[config.mk]
export PLATFORM = sky130hd
export DESIGN_NAME = fbp_port
export DESIGN_NICKNAME = d
export VERILOG_FILES = /design/src/core/fbp_pkg.sv /design/src/core/fbp_pin_if.sv /design/src/core/fbp_pad.sv /design/src/core/fbp_port.sv
export SDC_FILE = /design/constraint.sdc
export NUM_CORES = 1
export LEC_CHECK = 0
export BUFFER_PORTS_ARGS = -buffer_cell sky130_fd_sc_hd__buf_2
export CAP_MARGIN = 20
export CORE_AREA = 2 2 83 85
export DETAILED_ROUTE_END_ITERATION = 8
export DIE_AREA = 0 0 85 87
export MAX_ROUTING_LAYER = met4
export PLACE_DENSITY = 0.9
export SYNTH_ARGS = -nofsm -noshare
export SYNTH_HDL_FRONTEND = slang
export SYNTH_HIERARCHICAL = 1
export SYNTH_SLANG_ARGS = --single-unit
[constraint.sdc]
create_clock -name MCLK -period 2.3 [get_ports MCLK]
set_input_delay 0.345 -clock MCLK [delete_from_list [all_inputs] [get_ports MCLK]]
set_output_delay 0.345 -clock MCLK [all_outputs]
set_load 0.005 [all_outputs]
[src/core/fbp_pkg.sv]
// Package of constants for the four-bit multiplexed I/O port.
// Function
// - Direction register is write-only, reads undefined
// - Direction 1 means output, 0 input
// - Output data bits 3..0, upper read zero
// - Pin state reads data if output, pin if input
// - Pin state read-only, upper bits undefined
// - Open-drain bit selects NMOS drain unless bus outputs
// - Pin 3 feeds converter trigger when selected
// - Pin n feeds interrupt n when select is 0
// - Pin 2 drives bus acknowledge, overriding all
// - Alternate peripherals appear only when selected
// - Pin 2 priority: pulse, byte timer, serial clock
// - I2C clock and data always open-drain
// - Pin 0 drives bus request output, overriding all
// - Single-chip modes disable bus release functions
// - Channel 4 output follows mode and clear settings
// - Channel 3 PWM2 output when clear differs
// - Pin 3 claimed only by trigger, port, interrupt
package fbp_pkg;
  localparam int FBP_NPINS = 4;
  // ---------------------------------------------------------------
  // Register byte addresses.
  // ---------------------------------------------------------------
  localparam logic [3:0] FBP_ADDR_DIR = 4'h0;
  localparam logic [3:0] FBP_ADDR_DATA = 4'h4;
  localparam logic [3:0] FBP_ADDR_PIN = 4'h8;
  localparam logic [3:0] FBP_ADDR_ODR = 4'hC;
  // ---------------------------------------------------------------
  // Reset values and read filler.
  // ---------------------------------------------------------------
  localparam logic [3:0] FBP_DIR_RST = 4'h0;
  localparam logic [3:0] FBP_DATA_RST = 4'h0;
  localparam logic [3:0] FBP_ODR_RST = 4'h0;
  localparam logic [31:0] FBP_UNDEF_READ = 32'h0000_0000;
  localparam logic [1:0] FBP_RESP_OKAY = 2'h0;
  localparam logic [1:0] FBP_RESP_SLVERR = 2'h2;
  // ---------------------------------------------------------------
  // Pulse unit field encodings.
  // ---------------------------------------------------------------
  localparam logic [3:0] FBP_MD_NORMAL = 4'h0;
  localparam logic [3:0] FBP_MD_PWM1 = 4'h2;
  localparam logic [3:0] FBP_MD_PWM2 = 4'h3;
  localparam logic [1:0] FBP_CCLR4_OWN = 2'h2;
  localparam logic [2:0] FBP_CCLR3_C = 3'h5;
  localparam logic [2:0] FBP_CCLR3_A = 3'h1;
  // Operating modes that are single chip when expansion is off.
  localparam logic [2:0] FBP_MODE_3 = 3'h3;
  localparam logic [2:0] FBP_MODE_5 = 3'h5;
  localparam logic [2:0] FBP_MODE_7 = 3'h7;
endpackage

[src/core/fbp_pin_if.sv]
// Interface carrying one pin's selected drive between mux and pad cell.
`timescale 1ns/1ps
interface fbp_pin_if;
  logic drive_en;
  logic drive_val;
  logic open_drain;
  modport mux (output drive_en, output drive_val, output open_drain);
  modport pad (input drive_en, input drive_val, input open_drain);
endinterface

[src/core/fbp_pad.sv]
// Pad register stage that turns a selected drive into pin signals.
`timescale 1ns/1ps
module fbp_pad (
  input wire logic clk,
  input wire logic rst_n,
  fbp_pin_if.pad sel,
  output logic pin_out,
  output logic pin_oe
);
  // Open drain drives only low; a high level releases the pin.
  always_ff @(posedge clk) begin
    if (!rst_n) begin
      pin_out <= 1'b0;
      pin_oe <= 1'b0;
    end else begin
      pin_out <= sel.drive_val;
      pin_oe <= sel.drive_en & (~sel.open_drain | ~sel.drive_val);
    end
  end
endmodule // fbp_pad

[src/core/fbp_port.sv]
// Four-bit I/O port with AXI4-Lite registers and peripheral pin multiplexing.
//
// The register offsets and the AXI4-Lite register port were chosen for this implementation.
`timescale 1ns/1ps
module fbp_port
  import fbp_pkg::*;
(
  input wire logic MCLK,
  input wire logic RESET_N,
  input wire logic [3:0] S_AXI_AWADDR,
  input wire logic S_AXI_AWVALID,
  output logic S_AXI_AWREADY,
  input wire logic [31:0] S_AXI_WDATA,
  input wire logic [3:0] S_AXI_WSTRB,
  input wire logic S_AXI_WVALID,
  output logic S_AXI_WREADY,
  output logic [1:0] S_AXI_BRESP,
  output logic S_AXI_BVALID,
  input wire logic S_AXI_BREADY,
  input wire logic [3:0] S_AXI_ARADDR,
  input wire logic S_AXI_ARVALID,
  output logic S_AXI_ARREADY,
  output logic [31:0] S_AXI_RDATA,
  output logic [1:0] S_AXI_RRESP,
  output logic S_AXI_RVALID,
  input wire logic S_AXI_RREADY,
  input wire logic [3:0] PIN_IN,
  output logic [3:0] PIN_OUT,
  output logic [3:0] PIN_OE,
  input wire logic [2:0] OPERATING_MODE,
  input wire logic EXTERNAL_EXPANSION,
  input wire logic BUS_RELEASE_ENABLE,
  input wire logic BUS_ACK_PIN_SELECT,
  input wire logic BUS_REQUEST_PIN_SELECT,
  input wire logic BUS_REQUEST_OUT_ENABLE,
  input wire logic BUS_REQUEST_OUT_PIN_SELECT,
  input wire logic BUS_ACK_OUT,
  input wire logic BUS_REQUEST_OUTPUT,
  input wire logic IIC_BUS_ENABLE,
  input wire logic IIC_CLOCK_OUT,
  input wire logic IIC_DATA_OUT,
  input wire logic RX_ENABLE,
  input wire logic TRANSMIT_ENABLE,
  input wire logic SERIAL_TRANSMIT_OUT,
  input wire logic SERIAL_CLOCK_OUT,
  input wire logic SERIAL_SYNC_MODE,
  input wire logic SERIAL_CLOCK_SEL_LOW,
  input wire logic SERIAL_CLOCK_SEL_HIGH,
  input wire logic PATTERN_OUT_ENABLE_FOUR,
  input wire logic PATTERN_OUT_ENABLE_TWO,
  input wire logic PATTERN_OUT_ENABLE_ZERO,
  input wire logic [2:0] PATTERN_OUT,
  input wire logic PATTERN_PIN_SELECT,
  input wire logic PULSE_UNIT_PIN_SELECT,
  input wire logic BYTE_TIMER_PIN_SELECT,
  input wire logic [3:0] BYTE_TIMER_OUTPUT_SELECT,
  input wire logic BYTE_TIMER_OUTPUT_ALT,
  input wire logic [3:0] PULSE_CH4_MODE,
  input wire logic [3:0] PULSE_CH4_IO_SELECT,
  input wire logic [1:0] PULSE_CH4_CLEAR_SELECT,
  input wire logic PULSE_CH4_OUT,
  input wire logic [3:0] PULSE_CH3_MODE,
  input wire logic [3:0] PULSE_CH3_IOA_SELECT,
  input wire logic [3:0] PULSE_CH3_IOC_SELECT,
  input wire logic [2:0] PULSE_CH3_CLEAR_SELECT,
  input wire logic PULSE_CH3A_OUT,
  input wire logic PULSE_CH3C_OUT,
  input wire logic CONV_TRIGGER_SEL_HIGH,
  input wire logic CONV_TRIGGER_SEL_LOW,
  input wire logic CONV_EXTENDED_TRIGGER_SEL,
  input wire logic [3:0] IRQ_PIN_SELECT,
  output logic CONV_EXTERNAL_TRIGGER,
  output logic [3:0] IRQ_ALT_A,
  output logic SERIAL_RECEIVE_IN,
  output logic SERIAL_CLOCK_IN,
  output logic BUS_REQUEST_INPUT,
  output logic IIC_CLOCK_IN,
  output logic IIC_DATA_IN,
  output logic [3:0] PULSE_UNIT_IO_IN
);
  // ---------------------------------------------------------------
  // Register file and bus slave.
  // ---------------------------------------------------------------
  logic [3:0] port_direction_r;
  logic [3:0] port_output_data_r;
  logic [3:0] port_open_drain_r;
  logic [3:0] aw_addr_r;
  logic aw_held_r;
  logic [31:0] w_data_r;
  logic [3:0] w_strb_r;
  logic w_held_r;
  logic do_write;
  logic [3:0] pin_state;
  logic [31:0] rdata_nxt;
  logic [1:0] rresp_nxt;

  assign do_write = aw_held_r & w_held_r & ~S_AXI_BVALID;

  always_ff @(posedge MCLK) begin
    if (!RESET_N) begin
      S_AXI_AWREADY <= 1'b0;
      aw_held_r <= 1'b0;
      aw_addr_r <= 4'h0;
    end else begin
      S_AXI_AWREADY <= ~aw_held_r & ~S_AXI_AWREADY & S_AXI_AWVALID;
      if (S_AXI_AWVALID & S_AXI_AWREADY) begin
        aw_held_r <= 1'b1;
        aw_addr_r <= S_AXI_AWADDR;
      end else if (do_write) begin
        aw_held_r <= 1'b0;
      end
    end
  end

  always_ff @(posedge MCLK) begin
    if (!RESET_N) begin
      S_AXI_WREADY <= 1'b0;
      w_held_r <= 1'b0;
      w_data_r <= 32'h0000_0000;
      w_strb_r <= 4'h0;
    end else begin
      S_AXI_WREADY <= ~w_held_r & ~S_AXI_WREADY & S_AXI_WVALID;
      if (S_AXI_WVALID & S_AXI_WREADY) begin
        w_held_r <= 1'b1;
        w_data_r <= S_AXI_WDATA;
        w_strb_r <= S_AXI_WSTRB;
      end else if (do_write) begin
        w_held_r <= 1'b0;
      end
    end
  end

  // Only byte lane 0 carries register bits, so only strobe 0 matters.
  always_ff @(posedge MCLK) begin
    if (!RESET_N) begin
      port_direction_r <= FBP_DIR_RST;
      port_output_data_r <= FBP_DATA_RST;
      port_open_drain_r <= FBP_ODR_RST;
    end else if (do_write && w_strb_r[0]) begin
      unique case (aw_addr_r)
        FBP_ADDR_DIR: port_direction_r <= w_data_r[3:0];
        FBP_ADDR_DATA: port_output_data_r <= w_data_r[3:0];
        FBP_ADDR_ODR: port_open_drain_r <= w_data_r[3:0];
        default: port_direction_r <= port_direction_r;
      endcase
    end
  end

  always_ff @(posedge MCLK) begin
    if (!RESET_N) begin
      S_AXI_BVALID <= 1'b0;
      S_AXI_BRESP <= FBP_RESP_OKAY;
    end else if (do_write) begin
      S_AXI_BVALID <= 1'b1;
      S_AXI_BRESP <= (aw_addr_r == FBP_ADDR_PIN || aw_addr_r[1:0] != 2'h0) ?
                     FBP_RESP_SLVERR : FBP_RESP_OKAY;
    end else if (S_AXI_BREADY) begin
      S_AXI_BVALID <= 1'b0;
    end
  end

  // Input pins read back as the live level, output pins as the data bit.
  assign pin_state = (port_direction_r & port_output_data_r) |
                     (~port_direction_r & PIN_IN);

  always_comb begin
    rdata_nxt = 32'h0000_0000;
    rresp_nxt = FBP_RESP_OKAY;
    unique case (S_AXI_ARADDR)
      FBP_ADDR_DIR: rdata_nxt = FBP_UNDEF_READ;
      FBP_ADDR_DATA: rdata_nxt = {28'h0000000, port_output_data_r};
      FBP_ADDR_PIN: rdata_nxt = {FBP_UNDEF_READ[31:4], pin_state};
      FBP_ADDR_ODR: rdata_nxt = {28'h0000000, port_open_drain_r};
      default: rresp_nxt = FBP_RESP_SLVERR;
    endcase
  end

  always_ff @(posedge MCLK) begin
    if (!RESET_N) begin
      S_AXI_ARREADY <= 1'b0;
      S_AXI_RVALID <= 1'b0;
      S_AXI_RDATA <= 32'h0000_0000;
      S_AXI_RRESP <= FBP_RESP_OKAY;
    end else begin
      S_AXI_ARREADY <= ~S_AXI_ARREADY & ~S_AXI_RVALID & S_AXI_ARVALID;
      if (S_AXI_ARVALID & S_AXI_ARREADY) begin
        S_AXI_RVALID <= 1'b1;
        S_AXI_RDATA <= rdata_nxt;
        S_AXI_RRESP <= rresp_nxt;
      end else if (S_AXI_RREADY) begin
        S_AXI_RVALID <= 1'b0;
      end
    end
  end

  // ---------------------------------------------------------------
  // Pin function selection.
  // ---------------------------------------------------------------
  logic bus_ok;
  logic ack_on_p2;
  logic req_in_on_p1;
  logic req_out_on_p0;
  logic ch4_out;
  logic ch3a_out;
  logic ch3c_out;
  logic [3:0] en_c;
  logic [3:0] val_c;
  logic [3:0] od_c;
  logic p2_sck_in;
  logic p1_rx_in;

  // Single-chip modes with expansion off lose the bus release pins.
  assign bus_ok = ~(~EXTERNAL_EXPANSION & (OPERATING_MODE == FBP_MODE_3 ||
                  OPERATING_MODE == FBP_MODE_5 || OPERATING_MODE == FBP_MODE_7));
  assign ack_on_p2 = bus_ok & BUS_RELEASE_ENABLE & BUS_ACK_PIN_SELECT;
  assign req_in_on_p1 = bus_ok & BUS_RELEASE_ENABLE & BUS_REQUEST_PIN_SELECT;
  assign req_out_on_p0 = bus_ok & BUS_RELEASE_ENABLE & BUS_REQUEST_OUT_ENABLE &
                         BUS_REQUEST_OUT_PIN_SELECT;

  // Channel 4: compare, PWM1 or PWM2 unless clear is set to its own pin.
  assign ch4_out = PULSE_UNIT_PIN_SELECT & (
    (PULSE_CH4_MODE == FBP_MD_NORMAL && PULSE_CH4_IO_SELECT[3] == 1'b0 &&
     PULSE_CH4_IO_SELECT[1:0] != 2'h0) ||
    (PULSE_CH4_MODE == FBP_MD_PWM1 && PULSE_CH4_IO_SELECT[1:0] != 2'h0) ||
    (PULSE_CH4_MODE == FBP_MD_PWM2 && PULSE_CH4_IO_SELECT[1:0] != 2'h0 &&
     PULSE_CH4_CLEAR_SELECT != FBP_CCLR4_OWN));
  assign ch3a_out = PULSE_UNIT_PIN_SELECT & (
    (PULSE_CH3_MODE == FBP_MD_NORMAL && PULSE_CH3_IOA_SELECT[3] == 1'b0 &&
     PULSE_CH3_IOA_SELECT[1:0] != 2'h0) ||
    (PULSE_CH3_MODE == FBP_MD_PWM1 && PULSE_CH3_IOA_SELECT[1:0] != 2'h0) ||
    (PULSE_CH3_MODE == FBP_MD_PWM2 && PULSE_CH3_IOA_SELECT[1:0] != 2'h0 &&
     PULSE_CH3_CLEAR_SELECT != FBP_CCLR3_A));
  assign ch3c_out = PULSE_UNIT_PIN_SELECT & (
    (PULSE_CH3_MODE == FBP_MD_NORMAL && PULSE_CH3_IOC_SELECT[3] == 1'b0 &&
     PULSE_CH3_IOC_SELECT[1:0] != 2'h0) ||
    (PULSE_CH3_MODE == FBP_MD_PWM1 && PULSE_CH3_IOC_SELECT[1:0] != 2'h0) ||
    (PULSE_CH3_MODE == FBP_MD_PWM2 && PULSE_CH3_IOC_SELECT[1:0] != 2'h0 &&
     PULSE_CH3_CLEAR_SELECT != FBP_CCLR3_C));

  // Selection is purely combinational; the pad stage adds one register.
  always_comb begin
    en_c = port_direction_r;
    val_c = port_output_data_r;
    od_c = port_open_drain_r;
    p2_sck_in = 1'b0;
    p1_rx_in = 1'b0;
    // Pin 3: only port direction; nothing else may claim it.
    // Pin 2.
    if (ack_on_p2) begin
      en_c[2] = 1'b1;
      val_c[2] = BUS_ACK_OUT;
      od_c[2] = 1'b0;
    end else if (ch4_out) begin
      en_c[2] = 1'b1;
      val_c[2] = PULSE_CH4_OUT;
    end else if (BYTE_TIMER_PIN_SELECT && BYTE_TIMER_OUTPUT_SELECT != 4'h0) begin
      en_c[2] = 1'b1;
      val_c[2] = BYTE_TIMER_OUTPUT_ALT;
    end else if (SERIAL_CLOCK_SEL_HIGH) begin
      en_c[2] = 1'b0;
      p2_sck_in = 1'b1;
    end else if (SERIAL_SYNC_MODE || SERIAL_CLOCK_SEL_LOW) begin
      en_c[2] = 1'b1;
      val_c[2] = SERIAL_CLOCK_OUT;
    end else if (port_direction_r[2] && PATTERN_OUT_ENABLE_FOUR && PATTERN_PIN_SELECT) begin
      val_c[2] = PATTERN_OUT[2];
    end
    // Pin 1.
    if (req_in_on_p1) begin
      en_c[1] = 1'b0;
    end else if (IIC_BUS_ENABLE) begin
      en_c[1] = 1'b1;
      val_c[1] = IIC_CLOCK_OUT;
      od_c[1] = 1'b1;
    end else if (ch3c_out) begin
      en_c[1] = 1'b1;
      val_c[1] = PULSE_CH3C_OUT;
    end else if (RX_ENABLE) begin
      en_c[1] = 1'b0;
      p1_rx_in = 1'b1;
    end else if (port_direction_r[1] && PATTERN_OUT_ENABLE_TWO && PATTERN_PIN_SELECT) begin
      val_c[1] = PATTERN_OUT[1];
    end
    // Pin 0.
    if (req_out_on_p0) begin
      en_c[0] = 1'b1;
      val_c[0] = BUS_REQUEST_OUTPUT;
      od_c[0] = 1'b0;
    end else if (IIC_BUS_ENABLE) begin
      en_c[0] = 1'b1;
      val_c[0] = IIC_DATA_OUT;
      od_c[0] = 1'b1;
    end else if (ch3a_out) begin
      en_c[0] = 1'b1;
      val_c[0] = PULSE_CH3A_OUT;
    end else if (TRANSMIT_ENABLE) begin
      en_c[0] = 1'b1;
      val_c[0] = SERIAL_TRANSMIT_OUT;
    end else if (port_direction_r[0] && PATTERN_OUT_ENABLE_ZERO && PATTERN_PIN_SELECT) begin
      val_c[0] = PATTERN_OUT[0];
    end
  end

  fbp_pin_if sel_if [FBP_NPINS] ();
  genvar gi;
  generate
    for (gi = 0; gi < FBP_NPINS; gi++) begin : g_pin
      assign sel_if[gi].drive_en = en_c[gi];
      assign sel_if[gi].drive_val = val_c[gi];
      assign sel_if[gi].open_drain = od_c[gi];
      fbp_pad u_pad (
        .clk(MCLK),
        .rst_n(RESET_N),
        .sel(sel_if[gi]),
        .pin_out(PIN_OUT[gi]),
        .pin_oe(PIN_OE[gi])
      );
    end
  endgenerate

  // ---------------------------------------------------------------
  // Inputs forwarded to peripherals, registered for clean outputs.
  // ---------------------------------------------------------------
  always_ff @(posedge MCLK) begin
    if (!RESET_N) begin
      CONV_EXTERNAL_TRIGGER <= 1'b0;
      IRQ_ALT_A <= 4'h0;
      SERIAL_RECEIVE_IN <= 1'b0;
      SERIAL_CLOCK_IN <= 1'b0;
      BUS_REQUEST_INPUT <= 1'b0;
      IIC_CLOCK_IN <= 1'b0;
      IIC_DATA_IN <= 1'b0;
      PULSE_UNIT_IO_IN <= 4'h0;
    end else begin
      CONV_EXTERNAL_TRIGGER <= PIN_IN[3] & ~CONV_EXTENDED_TRIGGER_SEL &
                               CONV_TRIGGER_SEL_HIGH & CONV_TRIGGER_SEL_LOW;
      IRQ_ALT_A <= PIN_IN & ~IRQ_PIN_SELECT;
      SERIAL_RECEIVE_IN <= p1_rx_in & PIN_IN[1];
      SERIAL_CLOCK_IN <= p2_sck_in & PIN_IN[2];
      BUS_REQUEST_INPUT <= req_in_on_p1 & PIN_IN[1];
      IIC_CLOCK_IN <= IIC_BUS_ENABLE & PIN_IN[1];
      IIC_DATA_IN <= IIC_BUS_ENABLE & PIN_IN[0];
      PULSE_UNIT_IO_IN <= {1'b0, PIN_IN[2:0] & {3{PULSE_UNIT_PIN_SELECT}}};
    end
  end

  // ---------------------------------------------------------------
  // Assertions.
  // ---------------------------------------------------------------
  property p_read_dir_undef;
    @(posedge MCLK) disable iff (!RESET_N)
    (S_AXI_ARVALID && S_AXI_ARREADY && S_AXI_ARADDR == FBP_ADDR_DIR) |=>
    (S_AXI_RDATA == FBP_UNDEF_READ);
  endproperty
  a_read_dir_undef: assert property (p_read_dir_undef) else $error("dir read leaked");

  property p_port_out;
    @(posedge MCLK) disable iff (!RESET_N)
    (!ack_on_p2 && !ch4_out && !BYTE_TIMER_PIN_SELECT && !SERIAL_CLOCK_SEL_HIGH &&
     !SERIAL_SYNC_MODE && !SERIAL_CLOCK_SEL_LOW && !port_open_drain_r[2]) |=>
    (PIN_OE[2] == $past(port_direction_r[2]));
  endproperty
  a_port_out: assert property (p_port_out) else $error("pin 2 direction wrong");

  property p_data_read;
    @(posedge MCLK) disable iff (!RESET_N)
    (S_AXI_ARVALID && S_AXI_ARREADY && S_AXI_ARADDR == FBP_ADDR_DATA) |=>
    (S_AXI_RDATA[31:4] == 28'h0000000 && S_AXI_RDATA[3:0] == $past(port_output_data_r));
  endproperty
  a_data_read: assert property (p_data_read) else $error("data read wrong");

  property p_pin_read;
    @(posedge MCLK) disable iff (!RESET_N)
    (S_AXI_ARVALID && S_AXI_ARREADY && S_AXI_ARADDR == FBP_ADDR_PIN) |=>
    (S_AXI_RDATA[3:0] == $past((port_direction_r & port_output_data_r) |
     (~port_direction_r & PIN_IN)));
  endproperty
  a_pin_read: assert property (p_pin_read) else $error("pin state read wrong");

  property p_trigger;
    @(posedge MCLK) disable iff (!RESET_N)
    1'b1 |=> (CONV_EXTERNAL_TRIGGER == ($past(PIN_IN[3]) &&
     !$past(CONV_EXTENDED_TRIGGER_SEL) && $past(CONV_TRIGGER_SEL_HIGH) &&
     $past(CONV_TRIGGER_SEL_LOW)));
  endproperty
  a_trigger: assert property (p_trigger) else $error("trigger wrong");

  property p_irq;
    @(posedge MCLK) disable iff (!RESET_N)
    (IRQ_PIN_SELECT[0] == 1'b0 && PIN_IN[0]) |=> IRQ_ALT_A[0];
  endproperty
  a_irq: assert property (p_irq) else $error("irq 0 not fed");

  property p_ack;
    @(posedge MCLK) disable iff (!RESET_N)
    ack_on_p2 |=> (PIN_OE[2] && PIN_OUT[2] == $past(BUS_ACK_OUT));
  endproperty
  a_ack: assert property (p_ack) else $error("ack not driven");

  property p_iic_od;
    @(posedge MCLK) disable iff (!RESET_N)
    (IIC_BUS_ENABLE && !req_out_on_p0 && IIC_DATA_OUT) |=> !PIN_OE[0];
  endproperty
  a_iic_od: assert property (p_iic_od) else $error("iic data drove high");

  property p_req_out;
    @(posedge MCLK) disable iff (!RESET_N)
    req_out_on_p0 |=> (PIN_OE[0] && PIN_OUT[0] == $past(BUS_REQUEST_OUTPUT));
  endproperty
  a_req_out: assert property (p_req_out) else $error("request out wrong");

  property p_single_chip;
    @(posedge MCLK) disable iff (!RESET_N)
    (!EXTERNAL_EXPANSION && (OPERATING_MODE == FBP_MODE_3 || OPERATING_MODE == FBP_MODE_5 ||
     OPERATING_MODE == FBP_MODE_7)) |-> !ack_on_p2 && !req_in_on_p1 && !req_out_on_p0;
  endproperty
  a_single_chip: assert property (p_single_chip) else $error("bus pin in chip mode");

  c_write: cover property (@(posedge MCLK) disable iff (!RESET_N) do_write);
  c_ack: cover property (@(posedge MCLK) disable iff (!RESET_N) ack_on_p2);
  c_iic: cover property (@(posedge MCLK) disable iff (!RESET_N) IIC_BUS_ENABLE && PIN_OE[1]);
endmodule // fbp_port

==> impl_metrics.csv <==
group,metric,value,unit
power_and_ir_drop,seqPwrFrac,0.522,
global_routing,grt_usage,0.184,
power_and_ir_drop,clkPwrFrac,0.348,
sta,fmax,654,MHz
sta,finalHoldWorstSlack,0.180,ns
drt,viasPerCell,4.89,
cts,cts_tree,"done",
floorplanning,num_rows,30,
setup_path,crit_path_end,"g_pin[2].u_pad/pin_out",
cts,cts_made_buffers,5,
floorplanning,initial_core_util,0.419,
placed_design,globalplace.congestion,0.838,
sta,worst_pin_slew,0.690,ns
yosys,synth_edf_count,0,
global_routing,grt-ovfl-total,0,
setup_path,crit_chain,"buf_2 -> o41ai_1 -> o21ai_0 -> o31ai_1 -> and2_1",
placed_design,hpwlAfterDp,5.34,mm
drt,wire_per_inst,13.1,um
setup_path,path_buf_inv,1,
cts,cts.sinks,55,
setup_path,startpoint,"BYTE_TIMER_OUTPUT_SELECT[1]",
sta,setup_viol,0,
cts,clkLatencyLatePin,0.30,ns
cts,cts_resized,0,
sta,setup_tns,0,ns
run_status,status,"complete, no violations",
sta,slew_headroom,0.534,
drt,vias,2489,
floorplanning,ioPinCount,188,
cts,cts_htree_levels,2,
yosys,synth_cell_type_count,51,
setup_path,crit_family,"compound AO/OA/AOI/OAI gates",
sta,fin_worst_skew,0.00404,ns
setup_path,criticalPathCategory,"in2reg",
drt,ant_nets,0,
cts,clk_path_buf_depth,2,
setup_path,timing.rr.end,"S_AXI_RDATA[0]",
cts,cts-root-buf,"clkbuf_8",
floorplanning,die_x,85,um
floorplanning,die-area,7400,um^2
placed_design,portBuffers,122,
setup_path,worst-r2r-setup-slack,0.79,ns
setup_path,cp.arrival,1.78,ns
power_and_ir_drop,p_int,1.46,mW
setup_path,reg2reg_from,"S_AXI_ARREADY",
floorplanning,core,6570,um^2
setup_path,rr_worst_depth,4,
yosys,syn_avg_cell_area,9.03,um^2
yosys,synth-seq-cells,55,
setup_path,critPathMaxFanout,5,
setup_path,max_stage_delay,0.67,ns
setup_path,critPathCaptureType,"register",
setup_path,cp_num_cells,5,
drt,firstDrtPassIters,4,
setup_path,crit_required,2.55,ns
global_routing,grt_max_degree,36,
yosys,synth_area,2750,um^2
sta,min_period,1.53,ns
global_routing,grt_pass1_wl,10.6,mm
cts,ctsHoldBuffers,0,
setup_path,start_kind,"input port",
yosys,ys_warn_count,6,
finish,fillers,615,
power_and_ir_drop,pwr-share-comb,0.130,
sta,drv_slew,0,
yosys,syn_inst,305,
global_routing,antenna_found_initial,0,
setup_path,slowest_stage,"o41ai_1",
run,drv_cap,0,
sta,rsz0062_at_grt,"false",
yosys,postSynth.asyncResetShare,0,
finish,drive_gt1_frac,0.340,
finish,n_antenna_cell,0,
power_and_ir_drop,p_leak,1.67,nW
global_routing,first_global_vias,2303,
power_and_ir_drop,switching_share,0.236,
floorplanning,fp.dieH,87,um
yosys,synth-main-ff-cell,"dfxtp_1",
power_and_ir_drop,p_per_area,554,nW/um^2
sta,finalHoldViolCount,0,
finish,area_delta_synth_final,25.2,%
hold_path,hold_path.class,"in2reg",
drt,drtIter0Drc,51,
drt,route.detailed.drc,0,
cts,clkTransAtPathRegs,0.09,ns
power_and_ir_drop,ir_drop,0.290,mV
drt,drt-total-wl,6.66,mm
yosys,synth_seq_area_share,0.400,
finish,fin_nets,553,
power_and_ir_drop,netSwitchingPower,0.450,mW
cts,cts_setup_buffers,0,
sta,post-route-period-util,0.665,
==> power by group through the flow <==
stage / clock, mW / sequential, mW / combinational [mW]
after global placement: 0 / 1.02 / 0.240
after global routing: 0.723 / 0.999 / 0.279
after detailed placement: 0 / 1.02 / 0.248
after floorplan: 0 / 1.02 / 0.149
final: 0.664 / 0.995 / 0.249
after CTS: 0.681 / 0.996 / 0.249
==> sequential cells by signal, summed over array words and instances, names as in the netlist, 3 cells and up <==
register,count
IRQ_ALT_A,4
port_open_drain_r,4
aw_addr_r,4
PULSE_UNIT_IO_IN,3
g_pin.u_pad/pin_oe,4
S_AXI_RDATA,4
g_pin.u_pad/pin_out,4
w_data_r,4
port_direction_r,4
port_output_data_r,4
==> synthesized netlist by cell type, types with 2 or more instances <==
cell / number / area [um^2]
mux2i_1: 16 / 160
nand3_1: 14 / 70.1
nor3b_1: 6 / 45.0
and3_2: 3 / 22.5
nor2b_1: 16 / 100
and4_1: 2 / 17.5
a21oi_2: 4 / 35.0
o21a_1: 2 / 15.0
o21ai_0: 11 / 55.1
and3_1: 3 / 18.8
nor2_1: 12 / 45.0
a21o_1: 5 / 37.5
clkbuf_1: 4 / 15.0
clkbuf_2: 2 / 10.0
buf_4: 31 / 233
a21boi_0: 18 / 135
inv_1: 5 / 18.8
o31a_1: 2 / 17.5
nand2b_1: 7 / 43.8
o211ai_1: 2 / 15.0
o31ai_1: 2 / 15.0
and3b_1: 5 / 43.8
dfxtp_1: 55 / 1100
and2_1: 10 / 62.6
nand4b_1: 2 / 17.5
o211a_1: 3 / 30.0
nor3_1: 7 / 35.0
nand2_1: 30 / 113
nand3b_1: 2 / 15.0
o2111ai_1: 3 / 26.3
==> metrics by stage <==
| step | setup WS (ns) | total power, mW | instance area, um^2 | utilization | instances |
|---|---|---|---|---|---|
| floorplan | 0.740 | 1.17 | 2870 | - | 335 |
| global placement | 0.531 | 1.26 | 3330 | 0.507 | 501 |
| detailed placement | 0.452 | 1.27 | 3330 | 0.507 | 501 |
| CTS | 0.777 | 1.93 | 3450 | 0.525 | 509 |
| global route | 0.657 | 2.00 | 3450 | 0.525 | 509 |
| finish | 0.771 | 1.91 | 3450 | 0.525 | 509 |
==> cells in the final DEF (no fill, tap or decap), types with 6 or more instances in the layout <==
cell type and n:
clkbuf_8 6, nor2_1 12, nor2b_1 16, nand3_1 14
o21ai_0 11, and2_1 10, nand2_1 30, a21boi_0 18
nor3b_1 6, nand2b_1 7, dfxtp_1 55, conb_1 31
buf_2 122, nor3_1 7, mux2i_1 16
==> cell families after synthesis <==
family	share of synthesized area
and+or+nand+nor	0.275
AOI/OAI and AO/OA	0.164
DFF	0.400
buffers and inverters	0.102
muxes	0.0582
other	0.00136
==> metal layers <==
layer | global-route usage | vias to the layer above | routed length [um]
li1 | - | 1254 | -
met1 | 0.200 | 1126 | 2600
met2 | 0.333 | 100 | 3440
met3 | 0.0464 | 9 | 557
met4 | 0.0519 | 0 | 66
met5 | - | - | 0
==> cell type report <==
class                           count  area (um^2)  area share
Tap cell                           80          100      0.0290
Clock inverter                      2         35.0      0.0102
Inverter                            5         18.8     0.00545
Clock buffer                        6         82.6      0.0240
Multi-Input combinational cell    237         1480       0.430
Sequential cell                    55         1100       0.320
Timing Repair Buffer              124          626       0.182
==> worst min path at each step <==
stage | endpoint | startpoint | slack (ns) | cells after the start
final | IRQ_ALT_A[2] | IRQ_PIN_SELECT[2] | 0.18 | 2
after global routing | IRQ_ALT_A[3] | IRQ_PIN_SELECT[3] | 0.17 | 2
after CTS | IRQ_ALT_A[3] | IRQ_PIN_SELECT[3] | 0.17 | 2
after detailed placement | S_AXI_ARREADY | S_AXI_RVALID | 0.45 | 1
after global placement | S_AXI_ARREADY | S_AXI_ARREADY | 0.42 | 1
after floorplan | IRQ_ALT_A[0] | IRQ_PIN_SELECT[0] | 0.42 | 1
Note: power is estimated with default switching activity, not from simulation.
